**src/core/seq_ctl_pkg.sv**
```systemverilog
// package: constants and carriers for the sequencer loop, debug and flag block
package seq_ctl_pkg;

  // ****************************************
  // widths and limits
  // ****************************************
  localparam int LOOP_W = 10;
  localparam int ADDR_W = 10;
  localparam int STACK_DEPTH_W = 4;
  localparam logic [3:0] STACK_FULL_LEVEL = 4'hF;
  localparam logic [9:0] LOOP_ZERO = 10'h000;
  localparam logic [9:0] LOOP_ONE = 10'h001;
  localparam int NUM_COND = 21;
  localparam int COND_SEL_W = 5;
  localparam int MASK_W = 9;
  localparam int MASK_DEBUG_MODE_BIT = 8;
  localparam int HOST_KIND_BIT = 5;
  localparam int HOST_ADDR_W = 8;

  // ****************************************
  // condition select codes
  // ****************************************
  localparam logic [4:0] COND_USER0 = 5'h00; // user inputs occupy codes 0..7
  localparam logic [4:0] COND_CARRY = 5'h08;
  localparam logic [4:0] COND_ZERO = 5'h09;
  localparam logic [4:0] COND_OVFL = 5'h0A;
  localparam logic [4:0] COND_SIGN = 5'h0B;
  localparam logic [4:0] COND_FIFO_KIND = 5'h0C;
  localparam logic [4:0] COND_FIFO_AVAIL = 5'h0D;
  localparam logic [4:0] COND_FIFO_SPACE = 5'h0E;
  localparam logic [4:0] COND_FIFO_MISUSE = 5'h0F;
  localparam logic [4:0] COND_ADDR_ONES = 5'h10;
  localparam logic [4:0] COND_BLOCK_ZERO = 5'h11;
  localparam logic [4:0] COND_STACK_FULL = 5'h12;
  localparam logic [4:0] COND_IRQ_PEND = 5'h13;
  localparam logic [4:0] COND_OUT_TAKEN = 5'h14;

  // ****************************************
  // carriers
  // ****************************************
  typedef enum logic [1:0] {
    LOOP_NONE,
    LOOP_OPEN,
    LOOP_CLOSE,
    LOOP_LOAD
  } loop_op_t;

  typedef enum logic {
    SRC_PROGRAM,
    SRC_CPU
  } load_src_t;

  // one loop instruction as the decoder presents it
  typedef struct packed {
    loop_op_t op;
    load_src_t src;
    logic nested;
    logic popRestore;
    logic [9:0] constValue;
  } loop_cmd_t;

  typedef struct packed {
    logic load;
    load_src_t src;
    logic [9:0] constValue;
  } halt_cmd_t;

  // raw arithmetic result from the cpu
  typedef struct packed {
    logic valid;
    logic carry;
    logic zero;
    logic ovfl;
    logic sign;
  } alu_flags_t;

  // fifo status from the command/data fifo
  typedef struct packed {
    logic full;
    logic empty;
    logic headKind;
    logic readCmd;
    logic readData;
  } fifo_stat_t;

  typedef struct packed {
    logic carry;
    logic zero;
    logic ovfl;
    logic sign;
  } cpu_flags_t;

endpackage

```
**src/core/seq_loop_debug_flags.sv**
```systemverilog
// sequencer loop counter, breakpoint/single-step unit and condition flags
//
// Notes on behaviour
// 10-bit loop down counter, also branch register
// any load value 0 to 1023 accepted
// loop open loads constant or cpu value
// loop close: nonzero decrements and repeats
// nested open pushes count; exit restores it
// loop count usable as call/jump target
// 10-bit halt register from constant or cpu
// breakpoint mode: address match raises debug irq
// single-step mode: debug irq every instruction
// mask bit 8 picks breakpoint or step
// 21 conditions testable true or false
// cpu flags valid one following instruction
// zero, carry/borrow, overflow, sign flags
// fifo space flag high when not full
// fifo kind flag from host address bit 5
// misuse flag on wrong-kind fifo read
// stack full at 15; fault irq unless masked
// pending flag while masked irq waits
// out-taken clears on write, sets on host read
// word-available flag when fifo holds a word
// synchronous updates; reset clears flags, mode
`timescale 1ns/1ps

module seq_loop_debug_flags (
  // clock and reset
  input wire logic clk,
  input wire logic rst,
  // instruction stream
  input wire logic instrDone,
  input wire logic [seq_ctl_pkg::ADDR_W-1:0] progAddr,
  input wire seq_ctl_pkg::loop_cmd_t loopCmd,
  input wire seq_ctl_pkg::halt_cmd_t haltCmd,
  input wire logic [seq_ctl_pkg::LOOP_W-1:0] cpuValue,
  // stack
  input wire logic [seq_ctl_pkg::LOOP_W-1:0] stackTop,
  input wire logic [seq_ctl_pkg::STACK_DEPTH_W-1:0] stackDepth,
  // mask and interrupts
  input wire logic [seq_ctl_pkg::MASK_W-1:0] maskReg,
  input wire logic faultMasked,
  input wire logic maskedIrqWaiting,
  // cpu, fifo and host
  input wire seq_ctl_pkg::alu_flags_t aluFlags,
  input wire seq_ctl_pkg::fifo_stat_t fifoStat,
  input wire logic [seq_ctl_pkg::HOST_ADDR_W-1:0] hostAddr,
  input wire logic outRegWrite,
  input wire logic outRegHostRead,
  // user and counter conditions
  input wire logic [7:0] userTestInputs,
  input wire logic addrOnes,
  input wire logic blockZero,
  // condition test request
  input wire logic [seq_ctl_pkg::COND_SEL_W-1:0] condSel,
  input wire logic condInvert,
  // loop and branch results
  output logic [seq_ctl_pkg::LOOP_W-1:0] iterationCountReg,
  output logic [seq_ctl_pkg::LOOP_W-1:0] branchVector,
  output logic loopRepeat,
  output logic stackPush,
  output logic [seq_ctl_pkg::LOOP_W-1:0] stackPushData,
  // debug
  output logic [seq_ctl_pkg::ADDR_W-1:0] haltMatchReg,
  output logic debugIrq,
  output logic singleStepMode,
  // flags
  output logic condTrue,
  output seq_ctl_pkg::cpu_flags_t cpuFlags,
  output logic fifoSpaceFlag,
  output logic fifoWordAvailFlag,
  output logic fifoKindFlag,
  output logic fifoMisuseFlag,
  output logic stackFullFlag,
  output logic faultIrq,
  output logic maskedIrqPending,
  output logic outRegTakenFlag
);

  // ****************************************
  // loop counter
  // ****************************************
  logic [seq_ctl_pkg::LOOP_W-1:0] loadValue;
  logic countIsZero;
  logic cpuFlagsLive;
  logic [20:0] condVec;

  // source mux shared by loop-open and plain load
  assign loadValue = (loopCmd.src == seq_ctl_pkg::SRC_CPU) ?
                     cpuValue : loopCmd.constValue;
  assign countIsZero = (iterationCountReg == seq_ctl_pkg::LOOP_ZERO);

  // full 10-bit range loads, no clamp needed
  always_ff @(posedge clk) begin
    if (rst) begin
      iterationCountReg <= seq_ctl_pkg::LOOP_ZERO;
    end else begin
      case (loopCmd.op)
        seq_ctl_pkg::LOOP_OPEN: iterationCountReg <= loadValue;
        seq_ctl_pkg::LOOP_LOAD: iterationCountReg <= loadValue;
        seq_ctl_pkg::LOOP_CLOSE: begin
          if (!countIsZero) begin
            iterationCountReg <= iterationCountReg - seq_ctl_pkg::LOOP_ONE;
          end else if (loopCmd.popRestore) begin
            iterationCountReg <= stackTop; // inner loop left: outer count back
          end
        end
        default: iterationCountReg <= iterationCountReg;
      endcase
    end
  end

  // repeat strobe and push request, one cycle each
  always_ff @(posedge clk) begin
    if (rst) begin
      loopRepeat <= 1'b0;
      stackPush <= 1'b0;
      stackPushData <= seq_ctl_pkg::LOOP_ZERO;
    end else begin
      loopRepeat <= (loopCmd.op == seq_ctl_pkg::LOOP_CLOSE) && !countIsZero;
      stackPush <= (loopCmd.op == seq_ctl_pkg::LOOP_OPEN) && loopCmd.nested;
      stackPushData <= iterationCountReg; // old count, pushed before overwrite
    end
  end

  // branch vector mirrors the counter for call/jump use
  always_ff @(posedge clk) begin
    if (rst) begin
      branchVector <= seq_ctl_pkg::LOOP_ZERO;
    end else begin
      branchVector <= iterationCountReg; // one cycle behind the counter
    end
  end

  // ****************************************
  // breakpoint and single step
  // ****************************************
  always_ff @(posedge clk) begin
    if (rst) begin
      haltMatchReg <= seq_ctl_pkg::LOOP_ZERO;
    end else if (haltCmd.load) begin
      haltMatchReg <= (haltCmd.src == seq_ctl_pkg::SRC_CPU) ?
                      cpuValue : haltCmd.constValue;
    end
  end

  // mode mirrored from the mask so reset forces breakpoint mode
  always_ff @(posedge clk) begin
    if (rst) begin
      singleStepMode <= 1'b0;
    end else begin
      singleStepMode <= maskReg[seq_ctl_pkg::MASK_DEBUG_MODE_BIT];
    end
  end

  // both modes drive the same debug interrupt pulse
  always_ff @(posedge clk) begin
    if (rst) begin
      debugIrq <= 1'b0;
    end else if (maskReg[seq_ctl_pkg::MASK_DEBUG_MODE_BIT]) begin
      debugIrq <= instrDone;
    end else begin
      debugIrq <= instrDone && (progAddr == haltMatchReg);
    end
  end

  // ****************************************
  // cpu flags
  // ****************************************
  // latched on a result; live only for the next instruction
  always_ff @(posedge clk) begin
    if (rst) begin
      cpuFlags <= '0;
      cpuFlagsLive <= 1'b0;
    end else if (aluFlags.valid) begin
      cpuFlags.carry <= aluFlags.carry; // carry or borrow
      cpuFlags.zero <= aluFlags.zero;
      cpuFlags.ovfl <= aluFlags.ovfl;
      cpuFlags.sign <= aluFlags.sign;
      cpuFlagsLive <= 1'b1;
    end else if (instrDone && cpuFlagsLive) begin
      cpuFlagsLive <= 1'b0; // expired after the following instruction
    end
  end

  // ****************************************
  // fifo, stack, interrupt and output flags
  // ****************************************
  always_ff @(posedge clk) begin
    if (rst) begin
      fifoSpaceFlag <= 1'b0;
      fifoWordAvailFlag <= 1'b0;
      fifoKindFlag <= 1'b0;
    end else begin
      fifoSpaceFlag <= !fifoStat.full;
      fifoWordAvailFlag <= !fifoStat.empty;
      fifoKindFlag <= hostAddr[seq_ctl_pkg::HOST_KIND_BIT]; // 1 command, 0 data
    end
  end

  // sticky until reset; no software clear exists for it
  always_ff @(posedge clk) begin
    if (rst) begin
      fifoMisuseFlag <= 1'b0;
    end else if ((fifoStat.readCmd && !fifoStat.headKind) ||
                 (fifoStat.readData && fifoStat.headKind)) begin
      fifoMisuseFlag <= 1'b1;
    end
  end

  // stack level, fault and pending flags
  always_ff @(posedge clk) begin
    if (rst) begin
      stackFullFlag <= 1'b0;
      faultIrq <= 1'b0;
      maskedIrqPending <= 1'b0;
    end else begin
      stackFullFlag <= (stackDepth >= seq_ctl_pkg::STACK_FULL_LEVEL);
      faultIrq <= (stackDepth >= seq_ctl_pkg::STACK_FULL_LEVEL) && !faultMasked;
      maskedIrqPending <= maskedIrqWaiting; // follows the controller's clear
    end
  end

  // host read wins over a same-cycle write so no read is lost
  always_ff @(posedge clk) begin
    if (rst) begin
      outRegTakenFlag <= 1'b0;
    end else if (outRegHostRead) begin
      outRegTakenFlag <= 1'b1;
    end else if (outRegWrite) begin
      outRegTakenFlag <= 1'b0;
    end
  end

  // ****************************************
  // condition test
  // ****************************************
  // stale cpu flags read as false
  assign condVec = {outRegTakenFlag, maskedIrqPending, stackFullFlag, blockZero,
                    addrOnes, fifoMisuseFlag, fifoSpaceFlag, fifoWordAvailFlag,
                    fifoKindFlag, cpuFlags.sign & cpuFlagsLive,
                    cpuFlags.ovfl & cpuFlagsLive, cpuFlags.zero & cpuFlagsLive,
                    cpuFlags.carry & cpuFlagsLive, userTestInputs};

  // out-of-range selects return the invert bit
  always_ff @(posedge clk) begin
    if (rst) begin
      condTrue <= 1'b0;
    end else if (condSel < 5'(seq_ctl_pkg::NUM_COND)) begin
      condTrue <= condVec[condSel] ^ condInvert;
    end else begin
      condTrue <= condInvert;
    end
  end

endmodule

```
**config.mk**
```make
export PLATFORM = sky130hd
export DESIGN_NAME = seq_loop_debug_flags
export DESIGN_NICKNAME = d
export VERILOG_FILES = /design/src/core/seq_ctl_pkg.sv /design/src/core/seq_loop_debug_flags.sv
export SDC_FILE = /design/constraint.sdc
export NUM_CORES = 1
export LEC_CHECK = 0
export BUFFER_PORTS_ARGS = -buffer_cell sky130_fd_sc_hd__clkbuf_2
export CORE_MARGIN = 8
export CORE_UTILIZATION = 32
export DETAILED_ROUTE_END_ITERATION = 12
export PLACE_DENSITY = 0.74
export SYNTH_ARGS = -nofsm -noshare
export SYNTH_HDL_FRONTEND = slang
export SYNTH_SLANG_ARGS = --single-unit
```
**constraint.sdc**
```tcl
create_clock -name clk -period 2.9 [get_ports clk]
set_clock_uncertainty 0.2 [all_clocks]
set_input_delay 0.58 -clock clk [delete_from_list [all_inputs] [get_ports clk]]
set_output_delay 0.58 -clock clk [all_outputs]
set_load 0.01 [all_outputs]
```
After elaboration in Yosys (flattened, before gate mapping)
Index checks and enable logic that the tools add are counted.

Register bits after elaboration: 48. Input port bits: 111. Output and inout port bits: 57. Logic and storage cells: 67.

$add $sub $neg: 1. $lt $le $gt $ge: 3. Equality and inequality tests: 5. Muxes and demuxes: 13. Bitwise gates (word level): 5. Reductions and logical operators: 19.

Operator list (number): $mux 10 (4); $pmux 10 s2 (1); $eq 10x10->1 (1); $logic_not 10->1 (1); $sub 10x1->10 const B (1); $logic_and 1x1->1 (7); $mux 1 (7); $lt 5x6->1 const B (1); $reduce_bool 2->1 (3); $bmux 1 s5 (1); $logic_not 1->1 (5); $lt 5x5->1 const B (1); $and 1x1->1 (4); $eq 2x2->1 const B (2); $ge 4x4->1 const B (1); $ne 3x3->1 const B (1); $eq 2x1->1 const B (1); $reduce_and 2->1 (1); $reduce_or 2->1 (1); $logic_or 1x1->1 (1); $xor 1x1->1 (1).

Depth between registers and ports, before layout
Depth after elaboration: 5. Gate-level depth with buffers: 8. Gate-level depth less buffers: 7.

Worst setup path after synthesis
Ideal clock, no wire load.

Kind: input-to-reg. Start point: input condSel[0] (netlist name). End point: register condTrue. Library setup time: 0.121 ns. Arrival time: 1.990 ns. Required time: 2.579 ns. Slack: 0.589 ns. Stages on the path: 6. Buffers on the path: 1. Cells stage by stage: buf_6 -> mux4_2 -> nor2b_4 -> a2111oi_4 -> a211oi_1 -> mux2_4.

Word-level cells in the longest chain between the ends: 4. Elaborated cells between the ends (all ways): 5. Those cells by class: 1 x order compare; 3 x mux; 1 x bitwise.

RTL lines: start: declaration (line seq_loop_debug_flags.sv:55) `input wire logic [seq_ctl_pkg::COND_SEL_W-1:0] condSel,`; $bmux 1 s5 (line seq_loop_debug_flags.sv:250) `condTrue <= condVec[condSel] ^ condInvert;`; $mux 1 (not written as such) (line seq_loop_debug_flags.sv:250); $xor 1x1->1 (line seq_loop_debug_flags.sv:250); $mux 1 (*) (line seq_loop_debug_flags.sv:249) `end else if (condSel < 5'(seq_ctl_pkg::NUM_COND)) begin`; end signal: assignment (line seq_loop_debug_flags.sv:250); end signal: assignment (line seq_loop_debug_flags.sv:252) `condTrue <= condInvert;`; end: declaration (line seq_loop_debug_flags.sv:68) `output logic condTrue,`.

Mark *: on every way between the ends. The rest lies on a longest branch, timed or not. The select of a mux whose other input is x is not followed. A chain may end at the register's enable or synchronous reset.

Worst setup path in the final report
Start point: register iterationCountReg[1] (netlist name). End point: register iterationCountReg[1] (netlist name).

Word-level cells in the longest chain between the ends: 3. Elaborated cells between the ends (all ways): 6. Those cells by class: 1 x add/sub; 1 x eq/ne; 2 x mux; 2 x reduce/logical.

RTL lines: start: declaration (line seq_loop_debug_flags.sv:58) `output logic [seq_ctl_pkg::LOOP_W-1:0] iterationCountReg,`; start signal: assignment (line seq_loop_debug_flags.sv:96) `iterationCountReg <= seq_ctl_pkg::LOOP_ZERO;`; start signal: assignment (line seq_loop_debug_flags.sv:99) `seq_ctl_pkg::LOOP_OPEN: iterationCountReg <= loadValue;`; start signal: assignment (line seq_loop_debug_flags.sv:100) `seq_ctl_pkg::LOOP_LOAD: iterationCountReg <= loadValue;`; $sub 10x1->10 or $logic_not 10->1 (tied branches) (line seq_loop_debug_flags.sv:103, seq_loop_debug_flags.sv:91); $mux 10 or $ne 3x3->1 (tied branches); $pmux 10 s2 or $reduce_and 2->1 (tied branches).

Several ways; a longest one is shown, not always the timed one.

==> results.yml <==
setup_path:
  end_kind: "register"
  reg2reg_to: "iterationCountReg[1]"
  arrival_ns: 2.40
  r2r-start: "iterationCountReg[1]"
  worstPathRequired_ns: 2.90
  path_cells: "inv_1, ha_1, nor4b_1, a41o_1, a21oi_1, a221oi_1"
  crit_buf_inv: 1
  worstSetupPathType: "reg2reg"
  slowest_stage: "a41o_1"
  worstPathMaxFanout: 12
  ff2ff_setup_slack_ns: 0.50
  reg2reg_depth: 6
  crit_family: "compound AO/OA/AOI/OAI gates"
  start_kind: "register"
  cpPeakStageDelay_ns: 0.53
clocking:
  cts_tree: "yes"
  htree_levels: 2
  cts_buffers: 5
  cts.sinks: 48
  cts_buffer_depth: 2
  clk_latency_ns: 0.30
  hold_buffers: 0
  root_buffer: "clkbuf_8"
  ctsResizeCount: 0
  clkTransAtPathRegs_ns: 0.09
  cts_setup_buffers: 0
global_route:
  busiest_layer: "met2"
  grt_first_pass_wirelength_um: 13600
  grt_max_degree: 33
  grt_antenna_before_repair: 0
  grt-ovfl-total: 0
  grtUsageMet1_pct: 16.5
  grt_use_met3_pct: 5.51
  grt_pass1_vias: 2728
  grt.total_usage_pct: 15.1
  grtUsageMet2_pct: 27.4
power_and_ir_drop:
  p_comb_share_pct: 26.5
  power.density_mw_per_mm2: 463
  p_leak_nw: 1.63
  clkPwrFrac_pct: 24.3
  swShare_pct: 31.1
  pwr-share-seq_pct: 49.2
  switching_power_mw: 0.479
  vdd_ir_drop_max_v: 0.000156
  totalPowerFinal_mw: 1.54
  p_int_mw: 1.06
die:
  die_h_um: 104
  dieWidth_um: 104
  num_rows: 32
  io_pins: 168
  core-area_sq_mm: 0.00765
  die-area_sq_mm: 0.0109
  initial_core_util_pct: 32.5
routing:
  dr.pass1.iters: 4
  drcViolationCount: 0
  drt-vias-per-instance: 4.98
  wire_per_inst_um: 16.6
  vias: 2552
  ant_nets: 0
  wl_um: 8510
  drtIter0Drc: 106
sta:
  fmax_mhz: 417
  rsz0062_at_grt: "false"
  setup_viol: 0
  hold_viol_final: 0
  drv_slew: 0
  min_period_ns: 2.40
  slew_headroom_pct: 50.1
  setup_slack_ns: 0.503
  fin_crit_sh_pct: 82.7
  tightest_slew_ns: 0.743
  tns_ns: 0
min_path:
  hp-class: "in2reg"
  min-delay-start: "fifoStat[4]"
  min_to: "fifoSpaceFlag"
  holdPathStages: 2
synth:
  synthesis.instances: 273
  synth_area_sq_mm: 0.00249
  synth_edf_count: 0
  yosys_warnings: 0
  synth_seq_cells: 48
  synth_area_per_cell_sq_um: 9.11
  yosysUniqueCellTypes: 53
  synth_seq_area_share_pct: 38.6
  async_flop_share_pct: 0
  synth_ff_type: "dfxtp_1"
  syn_nets: 385
flow_run:
  drv_cap: 0
placement:
  dp_hpwl_um: 7070
  dpl_cell_area_sq_mm: 0.00325
  place_ws_ns: 0.370
  globalplace.congestion: 0.852
  port_buffers: 152
layout:
  n_fill_cell: 788
  syn_to_final_growth_pct: 34.0
  mostFrequentLayoutCells: "152 x clkbuf_2, 48 x dfxtp_1, 36 x nor2_1"
  finalInstanceArea_sq_mm: 0.00333
  drive_gt1_share_pct: 42.0
  fin_nets: 522
  fin_util_pct: 43.6
  antennaDiodeCount: 0
  final_common_cell: "clkbuf_2"
run_status:
  outcome: "completed"
==> kinds of logic after synthesis <==
| kind of cell | share of synthesized area, % |
|---|---|
| simple gates | 19.1 |
| fa+ha+maj | 0.503 |
| xor+xnor | 3.87 |
| buf+inv | 6.54 |
| mux | 13.6 |
| compound gates | 17.8 |
| flops | 38.6 |
==> through the flow <==
stage | std cells | hold slack [ns]
floorplan | 273 | 0.256
global placement | 505 | 0.276
detailed placement | 505 | 0.313
CTS | 512 | 0.216
global route | 512 | 0.216
finish | 512 | 0.234
==> cell usage after synthesis (all sizes together), types with 2 or more instances <==
| cell type | n | share of area (%) |
|---|---|---|
| mux2i | 21 | 8.5 |
| nand2 | 14 | 2.1 |
| nand3 | 5 | 1.0 |
| a41oi | 2 | 0.70 |
| xor2 | 8 | 2.8 |
| inv | 7 | 1.1 |
| nor3 | 9 | 2.0 |
| a21oi | 11 | 2.2 |
| nand2b | 3 | 0.75 |
| nor2b | 16 | 4.3 |
| buf | 15 | 4.1 |
| dfxtp | 48 | 39 |
| a31oi | 2 | 0.50 |
| a211oi | 16 | 4.8 |
| mux2 | 3 | 1.5 |
| a2111oi | 2 | 1.5 |
| mux4 | 4 | 3.6 |
| a311oi | 3 | 1.1 |
| o311ai | 2 | 0.70 |
| nor4 | 3 | 0.75 |
| o21ai | 9 | 1.8 |
| nor2 | 36 | 5.4 |
| xnor2 | 3 | 1.1 |
| clkbuf | 9 | 1.4 |
==> flip-flops by register name, summed over array words and instances, names as in the netlist, 4 cells and up <==
register and count:
cpuFlags 4, branchVector 10, iterationCountReg 10, haltMatchReg 10
==> routing by layer <==
metal  share of wire [%]  vias to the layer above  wire length [um]
met5                   0                        -                 0
met4                0.94                        0                80
met3                 7.9                        7               671
met2                  50                      118              4230
met1                  41                     1175              3530
li1                    -                     1252                 -
==> final cells by class <==
type / instances / area (sq um) / area share, %
clock buffers: 6 / 72.6 / 2.18
inverters: 7 / 26.3 / 0.789
repair buffers: 154 / 776 / 23.3
well taps: 102 / 128 / 3.83
flip-flops and latches: 48 / 961 / 28.8
clock inverters: 1 / 5.00 / 0.150
multi-input cells: 194 / 1360 / 40.9
==> worst max-delay path by stage <==
stage	cells past startpoint	start	to	slack (ns)
6_report	6	iterationCountReg[1]	iterationCountReg[1]	0.50
5_1_grt	6	iterationCountReg[1]	iterationCountReg[1]	0.26
4_1_cts	7	iterationCountReg[1]	iterationCountReg[5]	0.48
3_5_place_dp	6	condSel[0]	condTrue	0.37
3_3_place_gp	6	condSel[0]	condTrue	0.40
2_1_floorplan	6	condSel[0]	condTrue	0.59
==> power by group through the flow <==
stage / Combinational [mW] / Clock, mW / Sequential (mW)
after floorplan: 0.227 / 0 / 0.782
after global placement: 0.399 / 0 / 0.771
after detailed placement: 0.411 / 0 / 0.773
after CTS: 0.412 / 0.398 / 0.758
after global routing: 0.450 / 0.421 / 0.766
final: 0.408 / 0.375 / 0.758
Note: power is estimated with default switching activity, not from simulation.
